==> config.mk <==
export PLATFORM = sky130hd
export DESIGN_NAME = css_core_seq
export DESIGN_NICKNAME = d
export VERILOG_FILES = /design/src/css_pkg.sv /design/src/css_core_seq.sv /design/src/css_regfile.sv
export VERILOG_INCLUDE_DIRS = /design/src
export SDC_FILE = /design/constraint.sdc
export NUM_CORES = 2
export LEC_CHECK = 0
export ABC_CLOCK_PERIOD_IN_PS = 10500
export BUFFER_PORTS_ARGS = -buffer_cell sky130_fd_sc_hd__buf_4
export CAP_MARGIN = 20
export CORE_MARGIN = 2
export CORE_UTILIZATION = 45
export DETAILED_ROUTE_END_ITERATION = 16
export PLACE_DENSITY_LB_ADDON = 0.12
export SLEW_MARGIN = 0
export SYNTH_ARGS = -nofsm -noshare
export SYNTH_HDL_FRONTEND = slang
export SYNTH_HIERARCHICAL = 1
export SYNTH_SLANG_ARGS = --single-unit
==> constraint.sdc <==
create_clock -name i_clk -period 10.5 [get_ports i_clk]
set_input_delay 1.05 -clock i_clk [delete_from_list [all_inputs] [get_ports i_clk]]
set_output_delay 1.05 -clock i_clk [all_outputs]
set_load 0.03 [all_outputs]
==> src/css_map.svh <==
`ifndef CSS_MAP_SVH
`define CSS_MAP_SVH

// Register file and data-space layout
`define CSS_NUM_REGS      32
`define CSS_REG_SPACE_END 16'h0020
`define CSS_IO_BASE       16'h0020
`define CSS_SP_LO_IO      16'h003d
`define CSS_SP_HI_IO      16'h003e
`define CSS_STATUS_IO     16'h003f

// Stack pointer
`define CSS_SP_BITS       11
`define CSS_TOP_OF_DATA   16'h04ff

// Program counter and vectors
`define CSS_PC_BITS       13
`define CSS_BOOT_START    13'h1c00
`define CSS_NUM_IRQ       8

// Status register fields
`define CSS_GIE_BIT       7
`define CSS_STATUS_RESET  8'h00

// Timing counts in clock cycles
`define CSS_ENTRY_CYCLES  4
`define CSS_RETURN_CYCLES 4
`define CSS_CNT_LAST      2'h2

`endif

==> src/css_pkg.sv <==
package css_pkg;

  typedef enum logic [3:0] {
    OP_NOP      = 4'h0,
    OP_ALU_1R   = 4'h1,
    OP_ALU_2R   = 4'h2,
    OP_ALU_2R16 = 4'h3,
    OP_ALU_1R16 = 4'h4,
    OP_PUSH     = 4'h5,
    OP_POP      = 4'h6,
    OP_CALL     = 4'h7,
    OP_RET      = 4'h8,
    OP_RETURN_FROM_IRQ     = 4'h9,
    OP_SEI      = 4'ha,
    OP_CLI      = 4'hb,
    OP_LD       = 4'hc,
    OP_ST       = 4'hd,
    OP_JMP      = 4'he,
    OP_MULTI    = 4'hf
  } css_op_kind_t;

  typedef enum logic [2:0] {
    AM_DIRECT  = 3'h0,
    AM_PLAIN   = 3'h1,
    AM_DISP    = 3'h2,
    AM_POSTINC = 3'h3,
    AM_PREDEC  = 3'h4
  } css_amode_t;

  typedef enum logic [1:0] {
    PTR_X = 2'h1,
    PTR_Y = 2'h2,
    PTR_Z = 2'h3
  } css_ptr_t;

  typedef enum logic [2:0] {
    S_BOOT  = 3'h0,
    S_RUN   = 3'h1,
    S_PUSH  = 3'h2,
    S_RET   = 3'h3,
    S_LOAD  = 3'h4,
    S_STORE = 3'h5,
    S_WAIT  = 3'h6
  } css_state_t;

  typedef struct packed {
    css_op_kind_t kind;
    logic [4:0]   rd;
    logic [4:0]   rr;
    css_ptr_t     ptr;
    css_amode_t   amode;
    logic [5:0]   disp;
    logic [15:0]  imm;
    logic         two_word;
    logic [1:0]   extra;
  } css_op_t;

  typedef struct packed {
    logic [7:0]  opa;
    logic [7:0]  opb;
    logic [15:0] opw;
  } css_alu_in_t;

  typedef struct packed {
    logic [15:0] res;
    logic [6:0]  flags;
    logic [6:0]  flags_we;
  } css_alu_out_t;

  typedef struct packed {
    logic [15:0] addr;
    logic [7:0]  wdata;
    logic        we;
    logic        re;
  } css_dmem_req_t;

endpackage

==> src/css_core_seq.sv <==
`timescale 1ns/1ps
`include "css_map.svh"
module css_core_seq (
  // Clock and reset
  input  wire logic                         i_clk,
  input  wire logic                         i_rst,
  // Instruction stream
  input  wire css_pkg::css_op_t             i_op,
  input  wire logic                         i_op_valid,
  output logic                              o_op_ready,
  output logic      [`CSS_PC_BITS-1:0]      o_pc,
  // ALU
  output css_pkg::css_alu_in_t              o_alu,
  input  wire css_pkg::css_alu_out_t        i_alu,
  // Data space
  output css_pkg::css_dmem_req_t            o_dmem,
  input  wire logic [7:0]                   i_dmem_rdata,
  // Interrupt sources
  input  wire logic [`CSS_NUM_IRQ-1:0]      i_irq_event,
  input  wire logic [`CSS_NUM_IRQ-1:0]      i_irq_level,
  input  wire logic [`CSS_NUM_IRQ-1:0]      i_irq_enable,
  input  wire logic [`CSS_NUM_IRQ-1:0]      i_irq_flag_wr1,
  output logic      [`CSS_NUM_IRQ-1:0]      o_irq_flag,
  output logic      [`CSS_NUM_IRQ-1:0]      o_irq_ack,
  // Boot straps and lock bits
  input  wire logic                         i_vector_table_select,
  input  wire logic                         i_reset_vector_relocate_fuse,
  input  wire logic                         i_app_lock_bit_b,
  input  wire logic                         i_boot_lock_bit_b,
  // Core state
  output logic      [7:0]                   o_cpu_status_flags,
  output logic      [15:0]                  o_sp
);

  function automatic logic [`CSS_PC_BITS-1:0] css_vector(input logic sel, input logic [3:0] num);
    css_vector = (sel ? `CSS_BOOT_START : 13'h0000) + 13'({num, 1'b0});
  endfunction

  function automatic logic css_io_hit(input logic [15:0] addr, input logic [15:0] io);
    css_io_hit = (addr == (`CSS_IO_BASE + io));
  endfunction

  css_pkg::css_state_t         state;
  logic [1:0]                  cnt;
  logic [`CSS_PC_BITS-1:0]     pc;
  logic [`CSS_SP_BITS-1:0]     sp;
  logic [7:0]                  cpu_status_flags;
  logic                        inhibit;
  logic [`CSS_NUM_IRQ-1:0]     flag;
  logic [`CSS_PC_BITS-1:0]     tgt;
  logic [7:0]                  ret_hi;
  logic                        is_return_from_irq;
  logic [15:0]                 mem_addr;
  logic [7:0]                  mem_data;
  logic [4:0]                  ld_rd;
  logic                        ld_ext;
  logic [7:0]                  ld_int;

  logic [15:0]                 sp16;
  logic [7:0]                  ra;
  logic [7:0]                  rb;
  logic [15:0]                 rpair;
  logic [15:0]                 ptr_val;
  logic [15:0]                 eff_addr;
  logic [15:0]                 ptr_new;
  logic                        ptr_upd;
  logic                        eff_ext;
  logic [`CSS_NUM_IRQ-1:0]     req;
  logic [`CSS_NUM_IRQ-1:0]     win;
  logic [3:0]                  win_num;
  logic                        in_boot;
  logic                        blocked;
  logic                        take;
  logic                        exec;
  logic [`CSS_PC_BITS-1:0]     ret_pc;
  logic                        we8;
  logic [4:0]                  wa8;
  logic [7:0]                  wd8;
  logic                        we16;
  logic [3:0]                  wpair;
  logic [15:0]                 wd16;

  // Upper pointer bits are not stored at all
  assign sp16 = {{(16 - `CSS_SP_BITS){1'b0}}, sp};

  // Pointer addressing modes
  always_comb begin
    case (i_op.amode)
      css_pkg::AM_DIRECT:  eff_addr = i_op.imm;
      css_pkg::AM_DISP:    eff_addr = ptr_val + {10'h000, i_op.disp};
      css_pkg::AM_PREDEC:  eff_addr = ptr_val - 16'h0001;
      default:             eff_addr = ptr_val;
    endcase
  end
  assign ptr_new = (i_op.amode == css_pkg::AM_PREDEC) ? eff_addr : ptr_val + 16'h0001;
  assign ptr_upd = (i_op.amode == css_pkg::AM_POSTINC) || (i_op.amode == css_pkg::AM_PREDEC);
  assign eff_ext = (eff_addr >= `CSS_REG_SPACE_END) && !css_io_hit(eff_addr, `CSS_SP_LO_IO)
                   && !css_io_hit(eff_addr, `CSS_SP_HI_IO) && !css_io_hit(eff_addr, `CSS_STATUS_IO);

  // Interrupt arbitration, lowest index first
  assign req = (flag | i_irq_level) & i_irq_enable;
  always_comb begin
    win     = '0;
    win_num = 4'h0;
    for (int i = `CSS_NUM_IRQ - 1; i >= 0; i--) begin
      if (req[i]) begin
        win     = '0;
        win[i]  = 1'b1;
        win_num = 4'(i + 1);
      end
    end
  end

  assign in_boot = (pc >= `CSS_BOOT_START);
  assign blocked = (i_app_lock_bit_b && !in_boot && i_vector_table_select) ||
                   (i_boot_lock_bit_b && in_boot && !i_vector_table_select);

  // A clear-enable presented this cycle beats any request
  assign take = (state == css_pkg::S_RUN) && (|req) && cpu_status_flags[`CSS_GIE_BIT] && !inhibit && !blocked
                && !(i_op_valid && i_op.kind == css_pkg::OP_CLI);
  assign o_op_ready = (state == css_pkg::S_RUN) && !take;
  assign exec       = i_op_valid && o_op_ready;
  assign o_irq_ack  = take ? win : '0;
  assign ret_pc     = take ? pc : pc + {11'h000, i_op.two_word, !i_op.two_word};

  // Sequencer state
  always_ff @(posedge i_clk or posedge i_rst) begin
    if (i_rst) begin
      state <= css_pkg::S_BOOT;
      cnt   <= 2'h0;
    end else begin
      cnt <= cnt + 2'h1;
      case (state)
        css_pkg::S_BOOT: begin
          state <= css_pkg::S_RUN;
        end
        css_pkg::S_RUN: begin
          cnt <= 2'h0;
          if (take) begin
            state <= css_pkg::S_PUSH;
          end else if (exec) begin
            case (i_op.kind)
              css_pkg::OP_CALL:  state <= css_pkg::S_PUSH;
              css_pkg::OP_RET,
              css_pkg::OP_RETURN_FROM_IRQ:  state <= css_pkg::S_RET;
              css_pkg::OP_POP,
              css_pkg::OP_LD:    state <= css_pkg::S_LOAD;
              css_pkg::OP_ST:    state <= css_pkg::S_STORE;
              css_pkg::OP_MULTI: begin
                state <= (i_op.extra == 2'h0) ? css_pkg::S_RUN : css_pkg::S_WAIT;
                cnt   <= i_op.extra - 2'h1;
              end
              default:           state <= css_pkg::S_RUN;
            endcase
          end
        end
        css_pkg::S_PUSH,
        css_pkg::S_RET: begin
          if (cnt == `CSS_CNT_LAST) begin
            state <= css_pkg::S_RUN;
          end
        end
        css_pkg::S_LOAD: begin
          if (cnt == 2'h1) begin
            state <= css_pkg::S_RUN;
          end
        end
        css_pkg::S_WAIT: begin
          cnt <= cnt - 2'h1;
          if (cnt == 2'h0) begin
            state <= css_pkg::S_RUN;
          end
        end
        default: begin
          state <= css_pkg::S_RUN;
        end
      endcase
    end
  end

  // Program counter and return target
  always_ff @(posedge i_clk or posedge i_rst) begin
    if (i_rst) begin
      pc      <= 13'h0000;
      tgt     <= 13'h0000;
      ret_hi  <= 8'h00;
      is_return_from_irq <= 1'b0;
    end else begin
      if (state == css_pkg::S_BOOT) begin
        pc <= css_vector(i_reset_vector_relocate_fuse, 4'h0);
      end else if (take) begin
        tgt    <= css_vector(i_vector_table_select, win_num);
        ret_hi <= 8'(pc[`CSS_PC_BITS-1:8]);
      end else if (exec) begin
        is_return_from_irq <= (i_op.kind == css_pkg::OP_RETURN_FROM_IRQ);
        case (i_op.kind)
          css_pkg::OP_JMP: pc <= i_op.imm[`CSS_PC_BITS-1:0];
          css_pkg::OP_CALL: begin
            pc     <= ret_pc;
            tgt    <= i_op.imm[`CSS_PC_BITS-1:0];
            ret_hi <= 8'(ret_pc[`CSS_PC_BITS-1:8]);
          end
          default: pc <= ret_pc;
        endcase
      end else if (state == css_pkg::S_PUSH && cnt == `CSS_CNT_LAST) begin
        pc <= tgt;
      end else if (state == css_pkg::S_RET && cnt == 2'h1) begin
        ret_hi <= i_dmem_rdata;
      end else if (state == css_pkg::S_RET && cnt == `CSS_CNT_LAST) begin
        pc <= {ret_hi[`CSS_PC_BITS-9:0], i_dmem_rdata};
      end
    end
  end

  // Stack pointer
  always_ff @(posedge i_clk or posedge i_rst) begin
    if (i_rst) begin
      sp <= 11'(`CSS_TOP_OF_DATA);
    end else begin
      if (take || (state == css_pkg::S_PUSH && cnt == 2'h0)) begin
        sp <= sp - 1'b1;
      end else if (state == css_pkg::S_RET && cnt == 2'h0) begin
        sp <= sp + 1'b1;
      end else if (exec && (i_op.kind == css_pkg::OP_PUSH || i_op.kind == css_pkg::OP_CALL)) begin
        sp <= sp - 1'b1;
      end else if (exec && (i_op.kind == css_pkg::OP_POP || i_op.kind == css_pkg::OP_RET ||
                            i_op.kind == css_pkg::OP_RETURN_FROM_IRQ)) begin
        sp <= sp + 1'b1;
      end else if (state == css_pkg::S_STORE && css_io_hit(mem_addr, `CSS_SP_LO_IO)) begin
        sp[7:0] <= mem_data;
      end else if (state == css_pkg::S_STORE && css_io_hit(mem_addr, `CSS_SP_HI_IO)) begin
        sp[`CSS_SP_BITS-1:8] <= mem_data[`CSS_SP_BITS-9:0];
      end
    end
  end

  // Status flags and the enable guard; the flags are not stacked on entry
  always_ff @(posedge i_clk or posedge i_rst) begin
    if (i_rst) begin
      cpu_status_flags    <= `CSS_STATUS_RESET;
      inhibit <= 1'b0;
    end else begin
      if (take) begin
        cpu_status_flags[`CSS_GIE_BIT] <= 1'b0;
      end else if (exec) begin
        inhibit <= (i_op.kind == css_pkg::OP_SEI);
        case (i_op.kind)
          css_pkg::OP_SEI: cpu_status_flags[`CSS_GIE_BIT] <= 1'b1;
          css_pkg::OP_CLI: cpu_status_flags[`CSS_GIE_BIT] <= 1'b0;
          css_pkg::OP_ALU_1R,
          css_pkg::OP_ALU_2R,
          css_pkg::OP_ALU_2R16,
          css_pkg::OP_ALU_1R16: begin
            for (int i = 0; i < 7; i++) begin
              if (i_alu.flags_we[i]) begin
                cpu_status_flags[i] <= i_alu.flags[i];
              end
            end
          end
          default: begin
          end
        endcase
      end else if (state == css_pkg::S_STORE && css_io_hit(mem_addr, `CSS_STATUS_IO)) begin
        cpu_status_flags <= mem_data;
      end else if (state == css_pkg::S_RET && cnt == `CSS_CNT_LAST && is_return_from_irq) begin
        cpu_status_flags[`CSS_GIE_BIT] <= 1'b1;
        inhibit            <= 1'b1;
      end
    end
  end

  // Pending flags; a new event outranks any clear in the same cycle
  always_ff @(posedge i_clk or posedge i_rst) begin
    if (i_rst) begin
      flag <= '0;
    end else begin
      flag <= (flag & ~i_irq_flag_wr1 & ~o_irq_ack) | i_irq_event;
    end
  end

  // Data-space requests, one cycle after the decision
  always_ff @(posedge i_clk or posedge i_rst) begin
    if (i_rst) begin
      o_dmem <= '0;
    end else begin
      o_dmem.we <= 1'b0;
      o_dmem.re <= 1'b0;
      if (take) begin
        o_dmem <= '{addr: sp16, wdata: pc[7:0], we: 1'b1, re: 1'b0};
      end else if (state == css_pkg::S_PUSH && cnt == 2'h0) begin
        o_dmem <= '{addr: sp16, wdata: ret_hi, we: 1'b1, re: 1'b0};
      end else if (state == css_pkg::S_RET && cnt == 2'h0) begin
        o_dmem <= '{addr: sp16 + 16'h0001, wdata: 8'h00, we: 1'b0, re: 1'b1};
      end else if (exec) begin
        case (i_op.kind)
          css_pkg::OP_PUSH: o_dmem <= '{addr: sp16, wdata: rb, we: 1'b1, re: 1'b0};
          css_pkg::OP_CALL: o_dmem <= '{addr: sp16, wdata: ret_pc[7:0], we: 1'b1, re: 1'b0};
          css_pkg::OP_POP,
          css_pkg::OP_RET,
          css_pkg::OP_RETURN_FROM_IRQ: o_dmem <= '{addr: sp16 + 16'h0001, wdata: 8'h00, we: 1'b0, re: 1'b1};
          css_pkg::OP_LD:   o_dmem <= '{addr: eff_addr, wdata: 8'h00, we: 1'b0, re: eff_ext};
          css_pkg::OP_ST:   o_dmem <= '{addr: eff_addr, wdata: rb, we: eff_ext, re: 1'b0};
          default: begin
          end
        endcase
      end
    end
  end

  // Load and store bookkeeping; internal sources are sampled at issue
  always_ff @(posedge i_clk or posedge i_rst) begin
    if (i_rst) begin
      mem_addr <= 16'h0000;
      mem_data <= 8'h00;
      ld_rd    <= 5'h00;
      ld_ext   <= 1'b0;
      ld_int   <= 8'h00;
    end else if (exec) begin
      mem_addr <= eff_addr;
      mem_data <= rb;
      ld_rd    <= (i_op.kind == css_pkg::OP_POP) ? i_op.rr : i_op.rd;
      ld_ext   <= (i_op.kind == css_pkg::OP_POP) || eff_ext;
      if (eff_addr < `CSS_REG_SPACE_END) begin
        ld_int <= ra;
      end else if (css_io_hit(eff_addr, `CSS_SP_LO_IO)) begin
        ld_int <= sp16[7:0];
      end else if (css_io_hit(eff_addr, `CSS_SP_HI_IO)) begin
        ld_int <= sp16[15:8];
      end else begin
        ld_int <= cpu_status_flags;
      end
    end
  end

  // Register write-back selection
  always_comb begin
    we8   = 1'b0;
    wa8   = i_op.rd;
    wd8   = i_alu.res[7:0];
    we16  = 1'b0;
    wpair = i_op.rd[4:1];
    wd16  = i_alu.res;
    if (exec) begin
      case (i_op.kind)
        css_pkg::OP_ALU_1R,
        css_pkg::OP_ALU_2R:   we8 = 1'b1;
        css_pkg::OP_ALU_2R16: begin
          we16  = 1'b1;
          wpair = 4'h0;
        end
        css_pkg::OP_ALU_1R16: we16 = 1'b1;
        css_pkg::OP_LD,
        css_pkg::OP_ST: begin
          we16  = ptr_upd;
          wpair = {2'b11, i_op.ptr};
          wd16  = ptr_new;
        end
        default: begin
        end
      endcase
    end else if (state == css_pkg::S_LOAD && cnt == 2'h1) begin
      we8 = 1'b1;
      wa8 = ld_rd;
      wd8 = ld_ext ? i_dmem_rdata : ld_int;
    end else if (state == css_pkg::S_STORE && mem_addr < `CSS_REG_SPACE_END) begin
      we8 = 1'b1;
      wa8 = mem_addr[4:0];
      wd8 = mem_data;
    end
  end

  css_regfile u_regfile (
    .i_clk    (i_clk),
    .i_rst    (i_rst),
    .i_addr_a ((i_op.kind == css_pkg::OP_LD) ? eff_addr[4:0] : i_op.rd),
    .i_addr_b (i_op.rr),
    .i_pair   (i_op.rd[4:1]),
    .i_ptr    (i_op.ptr),
    .o_a      (ra),
    .o_b      (rb),
    .o_pair   (rpair),
    .o_ptr    (ptr_val),
    .i_we8    (we8),
    .i_wa8    (wa8),
    .i_wd8    (wd8),
    .i_we16   (we16),
    .i_wpair  (wpair),
    .i_wd16   (wd16)
  );

  // Operands leave combinationally so the ALU result returns the same cycle
  assign o_alu              = '{opa: ra, opb: rb, opw: rpair};
  assign o_pc               = pc;
  assign o_sp               = sp16;
  assign o_cpu_status_flags = cpu_status_flags;
  assign o_irq_flag         = flag;

endmodule

==> src/css_regfile.sv <==
`timescale 1ns/1ps
`include "css_map.svh"
module css_regfile (
  // Clock and reset
  input  wire logic        i_clk,
  input  wire logic        i_rst,
  // Read ports
  input  wire logic [4:0]  i_addr_a,
  input  wire logic [4:0]  i_addr_b,
  input  wire logic [3:0]  i_pair,
  input  wire logic [1:0]  i_ptr,
  output logic      [7:0]  o_a,
  output logic      [7:0]  o_b,
  output logic      [15:0] o_pair,
  output logic      [15:0] o_ptr,
  // Write ports
  input  wire logic        i_we8,
  input  wire logic [4:0]  i_wa8,
  input  wire logic [7:0]  i_wd8,
  input  wire logic        i_we16,
  input  wire logic [3:0]  i_wpair,
  input  wire logic [15:0] i_wd16
);

  logic [7:0] mem [0:`CSS_NUM_REGS-1];

  // Reads stay combinational so operands, ALU and write-back fit one cycle
  assign o_a    = mem[i_addr_a];
  assign o_b    = mem[i_addr_b];
  assign o_pair = {mem[{i_pair, 1'b1}], mem[{i_pair, 1'b0}]};
  assign o_ptr  = {mem[{2'b11, i_ptr, 1'b1}], mem[{2'b11, i_ptr, 1'b0}]};

  always_ff @(posedge i_clk or posedge i_rst) begin
    if (i_rst) begin
      for (int i = 0; i < `CSS_NUM_REGS; i++) begin
        mem[i] <= 8'h00;
      end
    end else begin
      if (i_we16) begin
        mem[{i_wpair, 1'b0}] <= i_wd16[7:0];
        mem[{i_wpair, 1'b1}] <= i_wd16[15:8];
      end
      if (i_we8) begin
        mem[i_wa8] <= i_wd8;
      end
    end
  end

endmodule
[Word level (Yosys, flattened, before mapping)]
Cells that the tools add are included.
Cells by class
  muxes and demuxes: 127
  $add $sub $neg: 11
  reduce and logical (&&, ||, !) cells: 88
  bitwise logic cells: 18
  equal/unequal tests: 51
  order comparisons: 16
Operator list (count)
  256-bit bitwise mux: 3
  256-bit two-way mux: 2
  8-bit two-way mux: 38
  8-bit binary-select mux with 5-bit select: 6
  13-bit two-way mux: 12
  26-bit case mux with 5 select lines: 1
  8-bit demux with 5-bit select: 3
  26-bit two-way mux: 4
  16-bit by 7-bit equality test with 1-bit output, second input constant: 6
  6-bit >= comparator, second input constant: 9
  5-bit NOT with 6-bit output: 9
  16-bit two-way mux: 3
  16-bit case mux with 3 select lines: 1
  11-bit two-way mux: 4
  4-bit two-way mux: 9
  4-bit AND reduction: 9
  4-bit equality test, second input constant: 8
  16-bit by 6-bit less-than comparator with 1-bit output, second input constant: 2
  1-bit logical AND: 31
  5-bit two-way mux: 5
  8-bit AND: 3
  3-bit two-way mux: 8
  2-bit != test, second input constant: 11
  6-bit by 1-bit less-than comparator with 1-bit output, second input constant: 3
  52 further kinds: 121
Word-level totals
  logic and storage cells: 370
  input bits: 121
  bits in registers: 388

[Logic depth before layout (Yosys ltp)]
  word-level depth: 22
  gate-level depth with buffers: 22

[By module]
Netlist, hierarchy kept.
By module, submodules not included
  css_regfile: sequential area each 6406.1 µm², times used 1, cells an instance 1933, area an instance 19517.5 µm²
  css_core_seq: sequential area each 3314.4 µm², times used 1, cells an instance 1404, area an instance 10603.9 µm²

[Least setup slack after synthesis]
No wires, ideal clock.
  path type: input to output
  start point: input i_op[29] in the netlist's numbering
  end point: output o_alu[24] in the netlist's numbering
  data arrival time: 5345 ps
  path slack: 4105 ps
  stages on the path: 18
  data required time: 9450 ps
  cell sequence: clkbuf_1 > clkbuf_1 > mux4_2 > inv_1 > ha_1 > inv_1 > fa_1 > xor2_1 > mux2i_1 > o21ai_0 > o22ai_1 > o21ai_0 > buf_6 > buf_4 > buf_2 > mux4_2 > mux4_2 > mux2_2
RTL lines
  start: declaration: RTL line css_core_seq.sv:8  | input wire css_pkg::css_op_t i_op,
  end: declaration: RTL line css_core_seq.sv:13  | output css_pkg::css_alu_in_t o_alu,

==> impl.org <==
** Outcome
- Outcome :: complete, no violations

** Die
- Placeable core region :: 66000 sq um
- The die covers 69000 sq um.
- Die extent in x :: 263 microns
- Row count :: 94
- In this run the vertical extent of the chip is 263 microns.
- Pin placement for this block handled 233 I/O pins.
- Starting utilization of the core area :: 45.7%

** Route
- Count of vias placed by the detailed router :: 31200
- In the routed design, unresolved DRC markers number 0.
- After detailed routing, the total wire length is 141000 microns.
- DRC violation total after the first TritonRoute iteration :: 4685
- The first detailed-routing pass ran for 6 iterations.
- In the final routed layout, each cell accounts on average for 33.5 microns.
- Final ANT Viol Nets :: 0
- Using the TritonRoute via totals, the vias-per-cell ratio works out to 7.44.

** Power and ir drop
- The worst-case IR drop observed on VDD is 0.000129 V.
- The analysis attributes to cell leakage a power of 0.0129 uW.
- Total power draw :: 8340 uW
- Total power per unit cell area :: 247 nW/um^2

** Timing
- Transition time at the pin with the least slew margin :: 1220 ps
- Minimum period implied by the final worst setup slack :: 7440 ps
- Setup violations remaining at the end of the flow were counted as 0.
- Hold violation total from the final report :: 0
- In the finished design, the share of the clock period the worst path needs comes to 70.9%.
- Fmax :: 0.134 GHz
- Headroom to the max-slew limit :: 18.6%
- Setup repair after global routing left no endpoint under its margin.
- Across all hold checks on the routed design, the worst slack comes to 464 ps.
- The final-report max-slew violation count was 0.
- Setup TNS :: 0 ps
- Clk_skew :: 19.0 ps

** Finish
- After the last flow step, the layout net total stands at 3446.
- Compared with the post-synthesis result, the final layout area differs by 12.2%.
- The top cell types in the final layout, fill and taps aside, are 379 x dfrtp_1, 339 x o21ai_0, 322 x nand3_1, 315 x buf_4, 283 x nor3_1.
- Fin area :: 33800 sq um
- Count of non-filler cells in the finished layout :: 4197
- Of the cells placed in the final design, the portion with a size suffix greater than 1 is 23.3%.
- Most common cell after layout, fill and taps aside :: dfrtp_1
- After filler insertion, the fill cell instance count of the layout stands at 6019.
- Antenna diodes :: 0

** Placement
- Placed Cells incl. Taps :: 4106
- Half-perimeter wire length after placement :: 94400 microns
- Once placement finished, the instance area stood at 32100 sq um.
- I/O Buffers :: 227
- Routability-driven placement finished with a final weighted congestion of 0.993.

** Synthesis
- Mux share of post-synthesis cell area :: 21.1%
- Proportion of netlist area held by the largest area contributor :: 31.5%
- Synthesized netlist cell count :: 3337
- The netlist uses 87 different library cells.
- Dominant cell type by area after synthesis :: dfrtp_1
- Yosys printed 6 warnings.
- Fraction of the mapped netlist area in adder cells :: 1.25%
- Portion of the post-synthesis area used by sequential elements :: 32.3%
- Main combinational cell family by area after synthesis :: multiplexers
- Syn_area_per_cell :: 9.03 sq um
- Most frequently used flop master after synthesis :: dfrtp_1
- Number of flip-flops and latches in the synthesized netlist :: 388
- Of the total synthesized cell area, the portion taken by XOR and XNOR cells is 1.31%.
- Main area contributors after synthesis :: dfrtp_1 31%, mux4_2 19%, o21ai_0 5.9%
- After synthesis the cells add up to 30100 sq um.
- Compound-gate portion of the synthesized area :: 19.6%
- Summing the areas of all and, or, nand and nor instances in the mapped netlist gives 18.3% of the synthesized area.
- Number of flops mapped to enable cells by yosys :: 0
- Share of flip-flops with an asynchronous set or reset after synthesis :: 100%

** Clock network
- The number of hold buffers added after CTS was 0.
- Insertion delay to the later sink of the worst-skew pair :: 620 ps
- Clock buffer count from CTS :: 47
- # resized after CTS :: 0
- Buffers inserted by post-CTS timing repair :: 0
- TritonCTS clock tree :: built
- In this run the clock root is driven by a clkbuf_16.
- Number of clock sinks :: 388
- Clock-pin slew was measured on the worst setup and hold paths at 60 ps.
- Maximum buffer depth of the clock tree :: 3
- H-Tree Level Count :: 2

** Critical path
- CP peak stage delay :: 670 ps
- In this run the worst path has a maximum fanout of 47.
- For the worst setup path, the data required time is 9450 ps.
- Slowest-stage cell, CP :: o21ai_4
- On the critical path the largest part of the delay comes from multiplexers.
- The worst setup path is captured at an output pin.
- Combined buffer and inverter count along the critical path :: 6
- The setup path with the least slack is of type primary input to output pin.
- The signal on the critical path passes through buf_4 > mux4_2 > inv_1 > ha_1 > inv_1 > fa_1 > xor2_1 > mux2i_1 > o21ai_0 > o22ai_1 > buf_4 > o21ai_4 > buf_12 > mux4_2 > mux4_2 > mux2_2 > buf_4.
- Setup slack on the worst reg-to-reg path comes out at 4430 ps.
- Kind of start point of the critical path :: primary input
- Arr. time, crit path :: 6390 ps

** Global route
- Entering global routing, the biggest net connects 117 pins.
- The number of global-route vias before repair was 29900.
- Global-route wire length before repair :: 207000 microns
- For this run the aggregate overflow at the end of global routing stands at 0.
- The number of antenna violations at the first check in global routing is 8.
- For this run, the total global-route usage over all layers was measured as 40.1%.

** Worst hold path
- Type of the most critical hold path :: flop to flop

** Job
- Max_cap viols :: 0
[flip-flops by register name, summed over array words and instances (netlist names)]
signal              cells
o_cpu_status_flags      8
ld_rd                   5
cnt                     2
is_return_from_irq      1
mem_addr               16
ld_ext                  1
u_regfile/mem         256
o_dmem                 26
o_irq_flag              8
tgt                    13
mem_data                8
o_pc                   13
ret_hi                  8
ld_int                  8
sp                     11
state                   3
inhibit                 1
[logic make-up (layout without fill, tap and decap cells)]
group                    count (synthesis)  in the layout
multiplexers                           312            312
AO/OA/AOI/OAI                          990            990
other                                    1              5
buffers and inverters                  447            439
AND/OR/NAND/NOR                       1125           1125
XOR/XNOR                                45             45
adder cells (fa/ha/maj)                 29             29
flip-flops                             388            388
[Yosys cell counts (19+ instances only)]
library cell,count
ha_1,27
clkbuf_1,294
nor2_1,138
o21ai_0,358
xnor2_1,28
nor3_1,283
mux2_2,27
mux2i_1,29
nand2b_1,25
buf_1,59
buf_2,39
or2_2,31
o21ai_1,32
a22oi_1,25
nand2_1,205
dfrtp_1,379
inv_1,31
a31oi_1,274
mux4_2,256
nand3_1,324
o21a_1,19
a21oi_1,135
[through the flow]
step                      utilization (%)  setup WS (ps)
final                                51.2           3060
after global routing                 51.2           2900
after CTS                            51.1           3160
after detailed placement             48.7           3170
after global placement               48.7           3160
after floorplan                         -           2410
[area by class of cell]
type	count	area (sq um)	share of cell area, %
clock buffers	74	1460	4.31
clock inverters	12	130	0.385
inverters	32	133	0.392
multi-input cells	2506	18800	55.6
flip-flops and latches	388	9720	28.8
well taps	864	1080	3.20
repair buffers	321	2480	7.34
[worst paths after layout]
check	start	endpoint	cells after the start
max reg2reg	state[0]	u_regfile/mem[126]	12
min in group asynchronous	i_rst	o_dmem[15]	2
min reg2reg	tgt[8]	tgt[8]	2
max	i_op[28]	o_alu[27]	17
max in group asynchronous	i_rst	u_regfile/mem[70]	3
min	tgt[8]	tgt[8]	2
[report_power, final]
part | switching [uW] | leakage, uW | internal (uW) | total, uW
clock network | 729 | 0.000780 | 979 | 1710
logic | 2180 | 0.00706 | 1570 | 3760
registers | 829 | 0.00507 | 2040 | 2870
total | 3740 | 0.0129 | 4590 | 8340
[tightest hold or removal path: stages (launching register included)]
cell	delay (ps)
dfrtp_1	340
nand2_1	50
nand2_1	50
[per-layer routing]
metal / up-vias / track usage, % / share of wire (%)
met5: - / 1.18 / 0.14
met4: 16 / 24.1 / 7.4
met3: 554 / 14.2 / 14
met2: 2513 / 59.8 / 43
met1: 15400 / 50.0 / 35
li1: 12700 / - / -
Note: power is estimated with default switching activity, not from simulation.
